`src/logic/lpc_pkg.sv`:
```
// Purpose: Constants, types and timing counts for the low-power DDR command controller
// Assumes: CLK at 100 MHz, device clock CK made by dividing CLK by two
// Notes: Counts are in CLK cycles; least times round up, longest times round down
`default_nettype none
package lpc_pkg;
	// ----------------------------------------
	// Clocking
	// ----------------------------------------
	localparam int CLK_PERIOD_NS = 10;
	localparam int CK_DIV = 2;
	localparam int TCK_NS = CLK_PERIOD_NS * CK_DIV;
	localparam int TW = 8;
	localparam int REFI_W = 10;
	localparam int NBANK = 4;
	// ----------------------------------------
	// Times as printed
	// ----------------------------------------
	localparam int T_RC_SLOW_NS = 60;
	localparam int T_RC_FAST_NS = 55;
	localparam int T_RRD_SLOW_NS = 12;
	localparam int T_RRD_FAST_NS = 10;
	localparam int T_RP_SLOW_NS = 18;
	localparam int T_RP_FAST_NS = 15;
	localparam int T_WR_NS = 15;
	localparam int T_RFC_NS = 110;
	localparam int T_XSR_NS = 200;
	localparam int T_XP_NS = 25;
	localparam int T_REFI_NS = 7800;
	localparam int T_TQ_MS = 2;
	localparam logic [3:0] REF_POST_MAX = 4'h8;
	// ----------------------------------------
	// Derived cycle counts
	// ----------------------------------------
	function automatic int up(input int ns, input int per);
		return (ns + per - 1) / per;
	endfunction : up
	localparam logic [TW-1:0] T_RC_SLOW_CYC = TW'(up(T_RC_SLOW_NS, CLK_PERIOD_NS));
	localparam logic [TW-1:0] T_RC_FAST_CYC = TW'(up(T_RC_FAST_NS, CLK_PERIOD_NS));
	localparam logic [TW-1:0] T_RRD_SLOW_CYC = TW'(up(T_RRD_SLOW_NS, CLK_PERIOD_NS));
	localparam logic [TW-1:0] T_RRD_FAST_CYC = TW'(up(T_RRD_FAST_NS, CLK_PERIOD_NS));
	localparam logic [TW-1:0] T_RP_SLOW_CYC = TW'(up(T_RP_SLOW_NS, CLK_PERIOD_NS));
	localparam logic [TW-1:0] T_RP_FAST_CYC = TW'(up(T_RP_FAST_NS, CLK_PERIOD_NS));
	// Write recovery plus precharge, each rounded up in whole CK periods
	localparam logic [TW-1:0] T_DAL_SLOW_CYC =
		TW'((up(T_WR_NS, TCK_NS) + up(T_RP_SLOW_NS, TCK_NS)) * CK_DIV);
	localparam logic [TW-1:0] T_DAL_FAST_CYC =
		TW'((up(T_WR_NS, TCK_NS) + up(T_RP_FAST_NS, TCK_NS)) * CK_DIV);
	localparam logic [TW-1:0] T_RFC_CYC = TW'(up(T_RFC_NS, CLK_PERIOD_NS));
	// Exit waits never shorter than the CK pulses the device must see
	localparam int XSR_RAW = up(T_XSR_NS, CLK_PERIOD_NS);
	localparam int XP_RAW = up(T_XP_NS, CLK_PERIOD_NS);
	localparam logic [TW-1:0] T_XSR_CYC = TW'((XSR_RAW > 3 * CK_DIV) ? XSR_RAW : 3 * CK_DIV);
	localparam logic [TW-1:0] T_XP_CYC = TW'((XP_RAW > 2 * CK_DIV) ? XP_RAW : 2 * CK_DIV);
	localparam logic [REFI_W-1:0] T_REFI_CYC = REFI_W'(T_REFI_NS / CLK_PERIOD_NS);
	localparam int T_TQ_CYC_DFLT = T_TQ_MS * 1000000 / CLK_PERIOD_NS;
	// Write strobe phases counted from the edge that issues WRITE
	localparam logic [2:0] WPH_DQ0 = 3'h3;
	localparam logic [2:0] WPH_DQS_HI = 3'h4;
	localparam logic [2:0] WPH_LAST = 3'h5;
	// ----------------------------------------
	// Types
	// ----------------------------------------
	typedef enum logic [3:0] {
		OP_NOP = 4'h0, OP_ACT = 4'h1, OP_READ = 4'h2, OP_WRITE = 4'h3, OP_PRE = 4'h4,
		OP_REF = 4'h5, OP_SREF = 4'h6, OP_PDN = 4'h7, OP_EXIT = 4'h8
	} lpc_op_t;
	typedef enum logic [1:0] {ST_RUN = 2'h0, ST_PDN = 2'h1, ST_SREF = 2'h3} lpc_state_t;
	localparam logic [2:0] PIN_NOP = 3'h7;
	localparam logic [2:0] PIN_ACT = 3'h3;
	localparam logic [2:0] PIN_READ = 3'h5;
	localparam logic [2:0] PIN_WRITE = 3'h4;
	localparam logic [2:0] PIN_PRE = 3'h2;
	localparam logic [2:0] PIN_REF = 3'h1;
	localparam int AP_BIT = 10;
	typedef struct packed {
		logic cke;
		logic cs_n;
		logic [2:0] rcw_n;
		logic [1:0] ba;
		logic [13:0] addr;
	} lpc_cmd_t;
endpackage : lpc_pkg
`default_nettype wire
```
`src/logic/lpc_ctrl.sv`:
```
// Purpose: Host controller pacing commands, strobes and low-power exits of an LPDDR part
// Assumes: One command slot per CK period, burst length two, user keeps tRCD and tRAS
// Notes: CK is CLK divided by two and driven out; no second clock domain
`timescale 1ns/1ns
`default_nettype none
module lpc_ctrl #(
	parameter bit FAST_GRADE = 1'b0,
	parameter int CAS_LAT = 3,
	parameter int T_TQ_CYC = lpc_pkg::T_TQ_CYC_DFLT
) (
	input wire logic CLK,
	input wire logic RESET_N,
	input wire logic REQ_VALID,
	input wire lpc_pkg::lpc_op_t REQ_CMD,
	input wire logic [1:0] REQ_BANK,
	input wire logic [13:0] REQ_ADDR,
	input wire logic [31:0] REQ_WDATA,
	output logic REQ_READY,
	output logic REQ_ACK,
	output logic RD_VALID,
	output logic [31:0] RD_DATA,
	input wire logic TS_ENABLE,
	output logic TS_READY,
	output logic FREQ_CHANGE_OK,
	output logic CK,
	output logic CK_N,
	output lpc_pkg::lpc_cmd_t CMD,
	output logic [15:0] DQ_O,
	output logic DQ_OE,
	input wire logic [15:0] DQ_I,
	output logic DQS_O,
	output logic DQS_OE,
	input wire logic DQS_I
);
	localparam logic [4:0] RD_WIN = 5'((CAS_LAT + 2) * lpc_pkg::CK_DIV + 4);
	localparam logic [17:0] TQ_END = 18'(T_TQ_CYC);
	// ----------------------------------------
	// State
	// ----------------------------------------
	lpc_pkg::lpc_state_t st_q, st_d;
	lpc_pkg::lpc_cmd_t cmd_q, cmd_d;
	lpc_pkg::lpc_op_t op;
	logic [lpc_pkg::TW-1:0] bank_q [lpc_pkg::NBANK];
	logic [lpc_pkg::NBANK-1:0] bank_free;
	logic [lpc_pkg::TW-1:0] rrd_q, gate_q, t_rc, t_rrd, t_rp, t_dal;
	logic [lpc_pkg::REFI_W-1:0] refi_q;
	logic [3:0] owed_q;
	logic [2:0] wph_q, wph_d;
	logic [4:0] rph_q;
	logic [31:0] wdata_q;
	logic [15:0] dq_s1, dq_s2, beat0_q;
	logic [17:0] ts_q;
	logic dqs_s1, dqs_s2, dqs_s3, got0_q;
	logic ck_q, ckn_q, apre_q, ready_q;
	logic all_free, legal, take, force_ref, auto_pre, auto_ref, auto_exit, refi_tick, ref_now;
	logic [1:0] ba_eff;
	logic [13:0] addr_eff;

	// ----------------------------------------
	// Grade selection and legality
	// ----------------------------------------
	assign t_rc = FAST_GRADE ? lpc_pkg::T_RC_FAST_CYC : lpc_pkg::T_RC_SLOW_CYC;
	assign t_rrd = FAST_GRADE ? lpc_pkg::T_RRD_FAST_CYC : lpc_pkg::T_RRD_SLOW_CYC;
	assign t_rp = FAST_GRADE ? lpc_pkg::T_RP_FAST_CYC : lpc_pkg::T_RP_SLOW_CYC;
	assign t_dal = FAST_GRADE ? lpc_pkg::T_DAL_FAST_CYC : lpc_pkg::T_DAL_SLOW_CYC;
	assign all_free = &bank_free;
	// Counters at zero mean the command may go on this edge
	assign legal = (gate_q == '0) && (
		(st_q == lpc_pkg::ST_RUN && (
			(REQ_CMD == lpc_pkg::OP_ACT && bank_free[REQ_BANK] && rrd_q == '0) ||
			((REQ_CMD == lpc_pkg::OP_READ || REQ_CMD == lpc_pkg::OP_WRITE)
				&& wph_q == '0 && rph_q == '0) ||
			REQ_CMD == lpc_pkg::OP_PRE || REQ_CMD == lpc_pkg::OP_NOP ||
			(REQ_CMD == lpc_pkg::OP_REF && all_free) ||
			((REQ_CMD == lpc_pkg::OP_SREF || REQ_CMD == lpc_pkg::OP_PDN) && all_free
				&& wph_q == '0 && rph_q == '0))) ||
		(st_q != lpc_pkg::ST_RUN && REQ_CMD == lpc_pkg::OP_EXIT));
	assign force_ref = owed_q >= lpc_pkg::REF_POST_MAX;
	assign take = ck_q && ready_q && REQ_VALID && legal;
	assign auto_pre = ck_q && force_ref && st_q == lpc_pkg::ST_RUN && !apre_q && all_free
		&& gate_q == '0 && wph_q == '0 && rph_q == '0;
	assign auto_ref = ck_q && force_ref && st_q == lpc_pkg::ST_RUN && apre_q && all_free
		&& gate_q == '0;
	assign auto_exit = ck_q && force_ref && st_q == lpc_pkg::ST_PDN && gate_q == '0;
	assign op = take ? REQ_CMD : auto_pre ? lpc_pkg::OP_PRE : auto_ref ? lpc_pkg::OP_REF :
		auto_exit ? lpc_pkg::OP_EXIT : lpc_pkg::OP_NOP;
	assign ba_eff = take ? REQ_BANK : 2'h0;
	assign addr_eff = take ? REQ_ADDR : 14'(1 << lpc_pkg::AP_BIT);
	// Counter runs 0 to count-1 so one tick falls every average interval
	assign refi_tick = (refi_q == lpc_pkg::T_REFI_CYC - 10'h1) && st_q != lpc_pkg::ST_SREF;
	assign ref_now = op == lpc_pkg::OP_REF;

	// ----------------------------------------
	// Command pins and power state
	// ----------------------------------------
	always_comb begin
		cmd_d = cmd_q;
		st_d = st_q;
		if (ck_q) begin
			cmd_d.cs_n = 1'b0;
			cmd_d.ba = ba_eff;
			cmd_d.addr = addr_eff;
			cmd_d.rcw_n = lpc_pkg::PIN_NOP;
			cmd_d.cke = (st_q == lpc_pkg::ST_RUN);
			case (op)
				lpc_pkg::OP_ACT: cmd_d.rcw_n = lpc_pkg::PIN_ACT;
				lpc_pkg::OP_READ: cmd_d.rcw_n = lpc_pkg::PIN_READ;
				lpc_pkg::OP_WRITE: cmd_d.rcw_n = lpc_pkg::PIN_WRITE;
				lpc_pkg::OP_PRE: cmd_d.rcw_n = lpc_pkg::PIN_PRE;
				lpc_pkg::OP_REF: cmd_d.rcw_n = lpc_pkg::PIN_REF;
				lpc_pkg::OP_SREF: begin
					cmd_d.rcw_n = lpc_pkg::PIN_REF;
					cmd_d.cke = 1'b0;
					st_d = lpc_pkg::ST_SREF;
				end
				lpc_pkg::OP_PDN: begin
					cmd_d.cke = 1'b0;
					st_d = lpc_pkg::ST_PDN;
				end
				lpc_pkg::OP_EXIT: begin
					cmd_d.cke = 1'b1;
					st_d = lpc_pkg::ST_RUN;
				end
				default: cmd_d.rcw_n = lpc_pkg::PIN_NOP;
			endcase
		end
	end

	always_ff @(posedge CLK) begin
		if (!RESET_N) begin
			ck_q <= 1'b0;
			ckn_q <= 1'b1;
			st_q <= lpc_pkg::ST_PDN;
			cmd_q <= '{cke: 1'b0, cs_n: 1'b1, rcw_n: lpc_pkg::PIN_NOP, ba: 2'h0, addr: 14'h0};
			ready_q <= 1'b0;
			REQ_ACK <= 1'b0;
		end else begin
			ck_q <= !ck_q;
			ckn_q <= ck_q;
			st_q <= st_d;
			cmd_q <= cmd_d;
			ready_q <= !ck_q && !force_ref;
			REQ_ACK <= take;
		end
	end
	assign CK = ck_q;
	assign CK_N = ckn_q;
	assign CMD = cmd_q;
	assign REQ_READY = ready_q;

	// ----------------------------------------
	// Spacing counters
	// ----------------------------------------
	for (genvar b = 0; b < lpc_pkg::NBANK; b++) begin : g_bank
		logic hit, pre_hit;
		assign hit = ba_eff == 2'(b);
		assign pre_hit = op == lpc_pkg::OP_PRE && (hit || addr_eff[lpc_pkg::AP_BIT]);
		assign bank_free[b] = bank_q[b] == '0;
		always_ff @(posedge CLK) begin
			if (!RESET_N) begin
				bank_q[b] <= '0;
			end else if (op == lpc_pkg::OP_ACT && hit) begin
				bank_q[b] <= t_rc - 8'h1;
			end else if (op == lpc_pkg::OP_WRITE && hit && addr_eff[lpc_pkg::AP_BIT]) begin
				bank_q[b] <= t_dal + 8'(lpc_pkg::WPH_LAST);
			end else if (pre_hit || (op == lpc_pkg::OP_READ && hit && addr_eff[lpc_pkg::AP_BIT])) begin
				bank_q[b] <= t_rp + 8'(lpc_pkg::CK_DIV);
			end else if (bank_q[b] != '0) begin
				bank_q[b] <= bank_q[b] - 8'h1;
			end
		end
	end

	always_ff @(posedge CLK) begin
		if (!RESET_N) begin
			rrd_q <= '0;
			gate_q <= '0;
			apre_q <= 1'b0;
			refi_q <= '0;
			owed_q <= '0;
		end else begin
			rrd_q <= (op == lpc_pkg::OP_ACT) ? t_rrd - 8'h1 :
				(rrd_q != '0) ? rrd_q - 8'h1 : rrd_q;
			if (ref_now)
				gate_q <= lpc_pkg::T_RFC_CYC - 8'h1;
			else if (op == lpc_pkg::OP_EXIT && st_q == lpc_pkg::ST_SREF)
				gate_q <= lpc_pkg::T_XSR_CYC;
			else if (op == lpc_pkg::OP_EXIT)
				gate_q <= lpc_pkg::T_XP_CYC;
			else if (gate_q != '0)
				gate_q <= gate_q - 8'h1;
			apre_q <= auto_pre ? 1'b1 : ref_now ? 1'b0 : apre_q;
			refi_q <= (refi_tick || st_q == lpc_pkg::ST_SREF) ? '0 : refi_q + 10'h1;
			// Self refresh restarts the refresh budget; otherwise credit and debit
			if (op == lpc_pkg::OP_SREF || st_q == lpc_pkg::ST_SREF)
				owed_q <= '0;
			else
				owed_q <= owed_q + {3'h0, refi_tick} - {3'h0, ref_now && owed_q != '0};
		end
	end

	// ----------------------------------------
	// Write strobe and data
	// ----------------------------------------
	// Only one write in flight, so every preamble starts from high impedance
	assign wph_d = (op == lpc_pkg::OP_WRITE) ? 3'h1 :
		(wph_q == lpc_pkg::WPH_LAST || wph_q == '0) ? 3'h0 : wph_q + 3'h1;
	always_ff @(posedge CLK) begin
		if (!RESET_N) begin
			wph_q <= '0;
			wdata_q <= '0;
			DQS_OE <= 1'b0;
			DQS_O <= 1'b0;
			DQ_OE <= 1'b0;
			DQ_O <= '0;
		end else begin
			wph_q <= wph_d;
			if (op == lpc_pkg::OP_WRITE)
				wdata_q <= REQ_WDATA;
			DQS_OE <= wph_d != '0;
			DQS_O <= wph_d == lpc_pkg::WPH_DQS_HI;
			DQ_OE <= wph_d == lpc_pkg::WPH_DQ0 || wph_d == lpc_pkg::WPH_DQS_HI;
			// Edge-aligned at CLK grain; pad delay must centre DQ in the strobe eye
			DQ_O <= (wph_d == lpc_pkg::WPH_DQ0) ? wdata_q[15:0] : wdata_q[31:16];
		end
	end

	// ----------------------------------------
	// Read capture
	// ----------------------------------------
	// Strobe sampled at 100 MHz: one CLK per strobe phase is the least margin
	always_ff @(posedge CLK) begin
		if (!RESET_N) begin
			dq_s1 <= '0;
			dq_s2 <= '0;
			dqs_s1 <= 1'b0;
			dqs_s2 <= 1'b0;
			dqs_s3 <= 1'b0;
			rph_q <= '0;
			got0_q <= 1'b0;
			beat0_q <= '0;
			RD_VALID <= 1'b0;
			RD_DATA <= '0;
		end else begin
			dq_s1 <= DQ_I;
			dq_s2 <= dq_s1;
			dqs_s1 <= DQS_I;
			dqs_s2 <= dqs_s1;
			dqs_s3 <= dqs_s2;
			RD_VALID <= 1'b0;
			if (op == lpc_pkg::OP_READ) begin
				rph_q <= RD_WIN;
				got0_q <= 1'b0;
			end else if (rph_q != '0) begin
				rph_q <= rph_q - 5'h1;
				if (dqs_s2 && !dqs_s3 && !got0_q) begin
					beat0_q <= dq_s2;
					got0_q <= 1'b1;
				end else if (!dqs_s2 && dqs_s3 && got0_q) begin
					RD_DATA <= {dq_s2, beat0_q};
					RD_VALID <= 1'b1;
					rph_q <= '0;
				end
			end
		end
	end

	// ----------------------------------------
	// Status
	// ----------------------------------------
	always_ff @(posedge CLK) begin
		if (!RESET_N) begin
			ts_q <= '0;
			TS_READY <= 1'b0;
			FREQ_CHANGE_OK <= 1'b0;
		end else begin
			ts_q <= !TS_ENABLE ? '0 : (ts_q == TQ_END) ? ts_q : ts_q + 18'h1;
			TS_READY <= TS_ENABLE && ts_q == TQ_END;
			FREQ_CHANGE_OK <= st_d != lpc_pkg::ST_RUN && gate_q == '0;
		end
	end
endmodule : lpc_ctrl
`default_nettype wire

```
`config.mk`:
```
export PLATFORM = sky130hd
export DESIGN_NAME = lpc_ctrl
export DESIGN_NICKNAME = d
export VERILOG_FILES = /design/src/logic/lpc_pkg.sv /design/src/logic/lpc_ctrl.sv
export SDC_FILE = /design/constraint.sdc
export NUM_CORES = 1
export LEC_CHECK = 0
export ABC_AREA = 1
export BUFFER_PORTS_ARGS = -buffer_cell sky130_fd_sc_hd__buf_2
export CAP_MARGIN = 20
export CORE_ASPECT_RATIO = 1.5
export CORE_UTILIZATION = 25
export DETAILED_ROUTE_END_ITERATION = 10
export SLEW_MARGIN = 20
export SYNTH_ARGS = -nofsm -noshare
export SYNTH_HDL_FRONTEND = slang
export SYNTH_SLANG_ARGS = --single-unit
```
`constraint.sdc`:
```
create_clock -name CLK -period 8.5 [get_ports CLK]
set_input_delay 1.275 -clock CLK [delete_from_list [all_inputs] [get_ports CLK]]
set_output_delay 1.275 -clock CLK [all_outputs]
set_load 0.1 [all_outputs]
```
==> results of run 1 <==
## state kept, by name, summed over array words and instances (netlist names), 16 cells and up
name / cells
bank_q: 32
CMD: 21
wdata_q: 32
dq_s1: 16
DQ_O: 16
ts_q: 18
dq_s2: 16
RD_DATA: 32
beat0_q: 16
## area by class of cell
type                       instances  area [um^2]  area share [%]
tap                              570          713            5.49
inverter                         188          707            5.45
timing repair buffer             157          811            6.25
clock inverter                    10         98.8           0.761
antenna                            3         7.51          0.0578
clock buffer                      35          708            5.45
multi-input combinational        855         4530            34.9
sequential                       254         5410            41.6
## report_power, final
group          total, mW  switching [mW]  leakage, nW  internal, mW
Combinational      0.714           0.455         3.30         0.259
Sequential          1.43          0.0768         2.17          1.36
Clock               1.10           0.487        0.392         0.617
## worst min-delay path, stage by stage, from the launching register on
cell and delay [ps]:
dfxtp_1 310, nand2_1 40, inv_1 40
## worst max path at each step
| stage | from | to | slack [ps] | depth (start not counted) |
|---|---|---|---|---|
| floorplan | REQ_BANK[1] | owed_q[2] | 4700 | 16 |
| detailed placement | REQ_CMD[1] | owed_q[2] | 4180 | 17 |
| global placement | REQ_CMD[1] | owed_q[2] | 4250 | 17 |
| global route | bank_q[0][0] | owed_q[2] | 4260 | 19 |
| CTS | bank_q[0][0] | owed_q[2] | 4660 | 19 |
| finish | bank_q[0][0] | owed_q[2] | 4640 | 19 |
## layout by cell type (no fill, tap or decap), types with 25 or more instances in the layout
cell type	instances
clkbuf_16	26
edfxtp_1	32
o21ai_0	91
a21oi_1	85
nor2_1	199
dfxtp_1	222
nand3_1	51
nand2_1	184
buf_2	150
o21ai_1	33
ha_1	25
inv_1	183
## cells by family after synthesis
kind of cell / count (synthesis) / synth area share (%)
xor+xnor: 34 / 2.75
buf+inv: 231 / 8.27
fa+ha+maj: 26 / 3.08
simple gates: 547 / 23.2
flops: 254 / 49.9
compound gates: 248 / 12.7
## metal layers
| metal | GRT usage (%) | vias up | share of wire, % |
|---|---|---|---|
| met5 | 0 | - | 0 |
| met4 | 5.92 | 0 | 3.9 |
| met3 | 1.76 | 56 | 3.3 |
| met2 | 22.6 | 143 | 53 |
| met1 | 12.8 | 4126 | 40 |
| li1 | - | 4641 | - |
## metrics by stage
| stage | utilization, % | hold WS, ps |
|---|---|---|
| after floorplan | - | 390 |
| final | 30.3 | 409 |
| after detailed placement | 28.4 | 396 |
| after global routing | 30.3 | 432 |
| after CTS | 30.3 | 408 |
| after global placement | 28.4 | 398 |
==> results.json, run 1 <==
{
  "dpl_cell_area_mm2": 0.0122,
  "netlist_instances": 1340,
  "drive_gt1_share_pct": 17.3,
  "setup_tns_ps": 0,
  "r2r_cells": 19,
  "numPortBuffers": 151,
  "worst_pin_slew_ps": 1030,
  "outcome": "finished, final reports clean",
  "power_leakage_nw": 5.86,
  "grt_pass1_vias": 8895,
  "drv_cap": 0,
  "die_x_um": 172,
  "hold_end": "dq_s2[11]",
  "synth_top_cell_area_share_pct": 41.1,
  "cpMaxStageDelayCell": "a21oi_1",
  "hold_viol": 0,
  "postCtsHoldBufs": 0,
  "endpoint_kind": "flip-flop",
  "power_mw": 3.25,
  "max_freq_mhz": 259,
  "grt_antenna_before_repair": 3,
  "routabilityCongestion": 0.884,
  "regToRegEndpoint": "owed_q[2]",
  "crit_fanout": 10,
  "ant_nets": 0,
  "gr-total-overflow": 0,
  "core.rowCount": 93,
  "drc": 0,
  "synth_cell_types": 51,
  "yosysTopAreaCell": "dfxtp_1",
  "routed_wl_um": 26500,
  "cts-root-buf": "clkbuf_16",
  "netlist_area_mm2": 0.0108,
  "hold_depth": 2,
  "vias": 8966,
  "grt_pass1_wl_um": 43200,
  "grt_max_degree": 119,
  "post_cts_resized": 0,
  "dieArea_mm2": 0.0441,
  "ys_warn_count": 0,
  "ys_ff_latch": 254,
  "critPathArrivalTime_ps": 4330,
  "via_per_inst": 4.33,
  "insertion_delay_ps": 540,
  "area_delta_synth_final_pct": 20.0,
  "clock_path_buffers": 3,
  "fin_crit_ps": 3860,
  "max-vdd-ir-drop_mv": 0.132,
  "synth-async-reset-ratio_pct": 0,
  "ys_top_cells_by_count": "dfxtp_1 (222), nor2_1 (200), nand2_1 (184)",
  "r2r_slack_ps": 4640,
  "nFillCells": 4665,
  "cts_made_buffers": 26,
  "crit_path_max_incr_delay_ps": 410,
  "crit_buf_inv": 3,
  "cts_sinks": 254,
  "setup_violations": 0,
  "chipHeight_um": 257,
  "num-nets-final": 1581,
  "start_util_pct": 25.3,
  "critPathLaunchType": "flip-flop",
  "final_area_mm2": 0.0130,
  "yosysSeqAreaShare_pct": 49.9,
  "ys.flop_type": "dfxtp_1",
  "cp_top_family": "simple AND/OR/NAND/NOR gates",
  "finalWorstSetupSlack_ps": 4640,
  "place_hpwl_um": 18800,
  "synthesis.nets": 1439,
  "dp_slack_ps": 4180,
  "finalNonFillerCells": 2072,
  "path_cells": "inv_1, ha_1, nand2_1, nor2_2, nand2_1, nor2_1, a21oi_2, nand3_4, nand3_1, a21oi_1, nand2_1, a31oi_1, ha_1, inv_1, ha_1, inv_1, fa_1, xor2_1, nor2_1",
  "synth-edff-count": 32,
  "r2r-start": "bank_q[0][0]",
  "worstPathRequired_ps": 8980,
  "routedWlPerCell_um": 12.8,
  "worstSetupPathType": "reg2reg",
  "min_period_over_period_pct": 45.4,
  "cts_tree": "yes",
  "grt_usage_pct": 12.1,
  "drt_pass1_iterations": 4,
  "path_clk_slew_ps": 70,
  "dp_cells": 2023,
  "finalClockSkew_ps": 10.2,
  "synth_area_per_cell_um2": 8.08,
  "yosys-top-cells-area": "dfxtp_1 (41%), edfxtp_1 (8.9%), nor2_1 (6.9%)",
  "min_path_type": "reg2reg",
  "io_pins": 152,
  "postCtsSetupBuffers": 0,
  "coreArea_mm2": 0.0428,
  "relSlewSlack_pct": 31.4,
  "drt_iter0_drc": 401,
  "yosysMostFrequentCell": "dfxtp_1",
  "cellPowerDensity_mw_per_mm2": 250,
  "slew_violations": 0,
  "holdCritStartpoint": "dq_s1[11]",
  "htree_levels": 1,
  "rsz0062_at_grt": "no"
}
No activity file was read; power rests on OpenSTA's default activity.
==> inputs of run 2 (changes only) <==
Clock period 8.5 ns to 3.52 ns, I/O delays scaled along.
==> run 2 against run 1 <==
Effect of this change:
- die area is the same
- total power up 150%
- non-clock buffer count is 13 higher
- hold slack worse by 250 ps
- highest routed layer unchanged
- largest power group unchanged
- maximum frequency grew 18%
- final area up 1.4%
- critical path type unchanged
- sequential share of layout area decreased by 0.58 points
==> results.json, run 2 (synthesized netlist as in run 1, its figures left out) <==
{
  "place_hpwl_um": 18900,
  "grt_pass1_wl_um": 43800,
  "cts_tree": "yes",
  "via_per_inst": 4.36,
  "io_pins": 152,
  "routabilityCongestion": 0.858,
  "core.rowCount": 93,
  "layout_commonest_cell": "dfxtp_1",
  "cts_sinks": 254,
  "die_x_um": 172,
  "insertion_delay_ps": 550,
  "numPortBuffers": 151,
  "slew_violations": 0,
  "crit_path_frequent_cell": "nand2_1",
  "num-nets-final": 1594,
  "cpMaxStageDelayCell": "fa_1",
  "min_path_type": "in2reg",
  "ant_nets": 0,
  "fin_crit_ps": 3270,
  "crit_path_max_incr_delay_ps": 370,
  "cts-root-buf": "clkbuf_16",
  "nFillCells": 4660,
  "finalClockSkew_ps": 12.5,
  "chipHeight_um": 257,
  "relSlewSlack_pct": 52.2,
  "drt_pass1_iterations": 6,
  "area_delta_synth_final_pct": 21.7,
  "min_period_over_period_pct": 92.8,
  "path_cells": "inv_1, ha_1, nand2_1, nor2_4, nand2_1, nor2_2, a21oi_2, nand3_4, buf_4, nand2_4, nand2_1, a21oi_2, nand2_1, a31oi_1, ha_1, inv_1, ha_1, inv_1, fa_1, xor2_1, nor2_1",
  "final_cell_mix": "dfxtp_1 (222), nor2_1 (198), nand2_1 (183), inv_1 (182), buf_2 (150)",
  "hold_viol": 0,
  "max_freq_mhz": 306,
  "drt_iter0_drc": 413,
  "crit_fanout": 9,
  "critPathArrivalTime_ps": 3700,
  "clock_path_buffers": 3,
  "grt_antenna_before_repair": 2,
  "critPathLaunchType": "flip-flop",
  "reg_top3": "RD_DATA (32), bank_q (32), wdata_q (32)",
  "cp_top_family": "adder cells",
  "power_mw": 8.03,
  "rsz0062_at_grt": "no",
  "drv_cap": 0,
  "start_util_pct": 25.3,
  "power_leakage_nw": 5.96,
  "grt_pass1_vias": 8843,
  "drive_gt1_share_pct": 18.5,
  "endpoint_kind": "flip-flop",
  "htree_levels": 1,
  "cts_made_buffers": 26,
  "worstSetupPathType": "reg2reg",
  "gr-total-overflow": 0,
  "dieArea_mm2": 0.0441,
  "routed_wl_um": 26400,
  "drc": 0,
  "outcome": "finished, final reports clean",
  "postCtsHoldBufs": 0,
  "grt_usage_pct": 12.2,
  "path_clk_slew_ps": 60,
  "cellPowerDensity_mw_per_mm2": 610,
  "crit_buf_inv": 4,
  "grt_max_degree": 144,
  "max-vdd-ir-drop_mv": 0.266,
  "worstPathRequired_ps": 3950,
  "coreArea_mm2": 0.0428,
  "vias": 9102,
  "setup_tns_ps": 0,
  "worst_pin_slew_ps": 717,
  "setup_violations": 0,
  "routedWlPerCell_um": 12.7
}
run 2: changes by cell type in the layout (fill, tap and decap cells not counted), moves of 2 or more:
cell	change
buf_4	+13
clkbuf_8	+3
clkbuf_1	-2
clkinv_1	+2
nor2_4	+2
run 2: report_power, final:
| part | switching, mW | internal (mW) |
|---|---|---|
| Combinational | 1.11 | 0.654 |
| Sequential | 0.186 | 3.28 |
| Clock | 1.19 | 1.62 |
run 2: metal layers:
layer	global-route usage, %	part of all wire [%]	up-vias
met4	6.59	4.3	0
met3	1.71	3.3	64
met5	0	0	-
li1	-	-	4658
met1	13.3	39	4234
met2	22.1	53	146
run 2: stage by stage:
stage	hold slack (ps)	area [um^2]	setup slack, ps	cells	utilization, %
final	157	13200	253	2086	30.7
after CTS	115	13100	75.6	2081	30.6
after detailed placement	401	12200	90.4	2034	28.6
after global routing	128	13200	0.219	2086	30.7
after floorplan	390	10800	145	1340	-
after global placement	399	12200	198	2034	28.6
run 2: layout make-up:
type                            count  area [um^2]  share of cell area (%)
Clock inverter                     12          133                    1.01
Inverter                          188          707                    5.37
Clock buffer                       35          734                    5.58
Tap cell                          570          713                    5.42
Antenna cell                        2         5.00                  0.0380
Sequential cell                   254         5410                    41.1
Multi-Input combinational cell    855         4560                    34.6
Timing Repair Buffer              170          913                    6.94
run 2: tightest hold or removal path, cell delays in order:
cell and delay (ps):
buf_2 70, nand2_1 40, inv_1 40
run 2: final timing paths:
| check | from | end | slack, ps | cells past startpoint |
|---|---|---|---|---|
| max | bank_q[3][0] | owed_q[2] | 250 | 21 |
| min reg2reg | dq_s1[12] | dq_s2[12] | 410 | 2 |
| min | DQ_I[10] | dq_s1[10] | 160 | 3 |
| max reg2reg | bank_q[3][0] | owed_q[2] | 250 | 21 |
run 2: repair_timing:
action,in CTS,in global routing
setup buffers,0,3
setup endpoints to repair,0,6
gates resized for setup,0,8
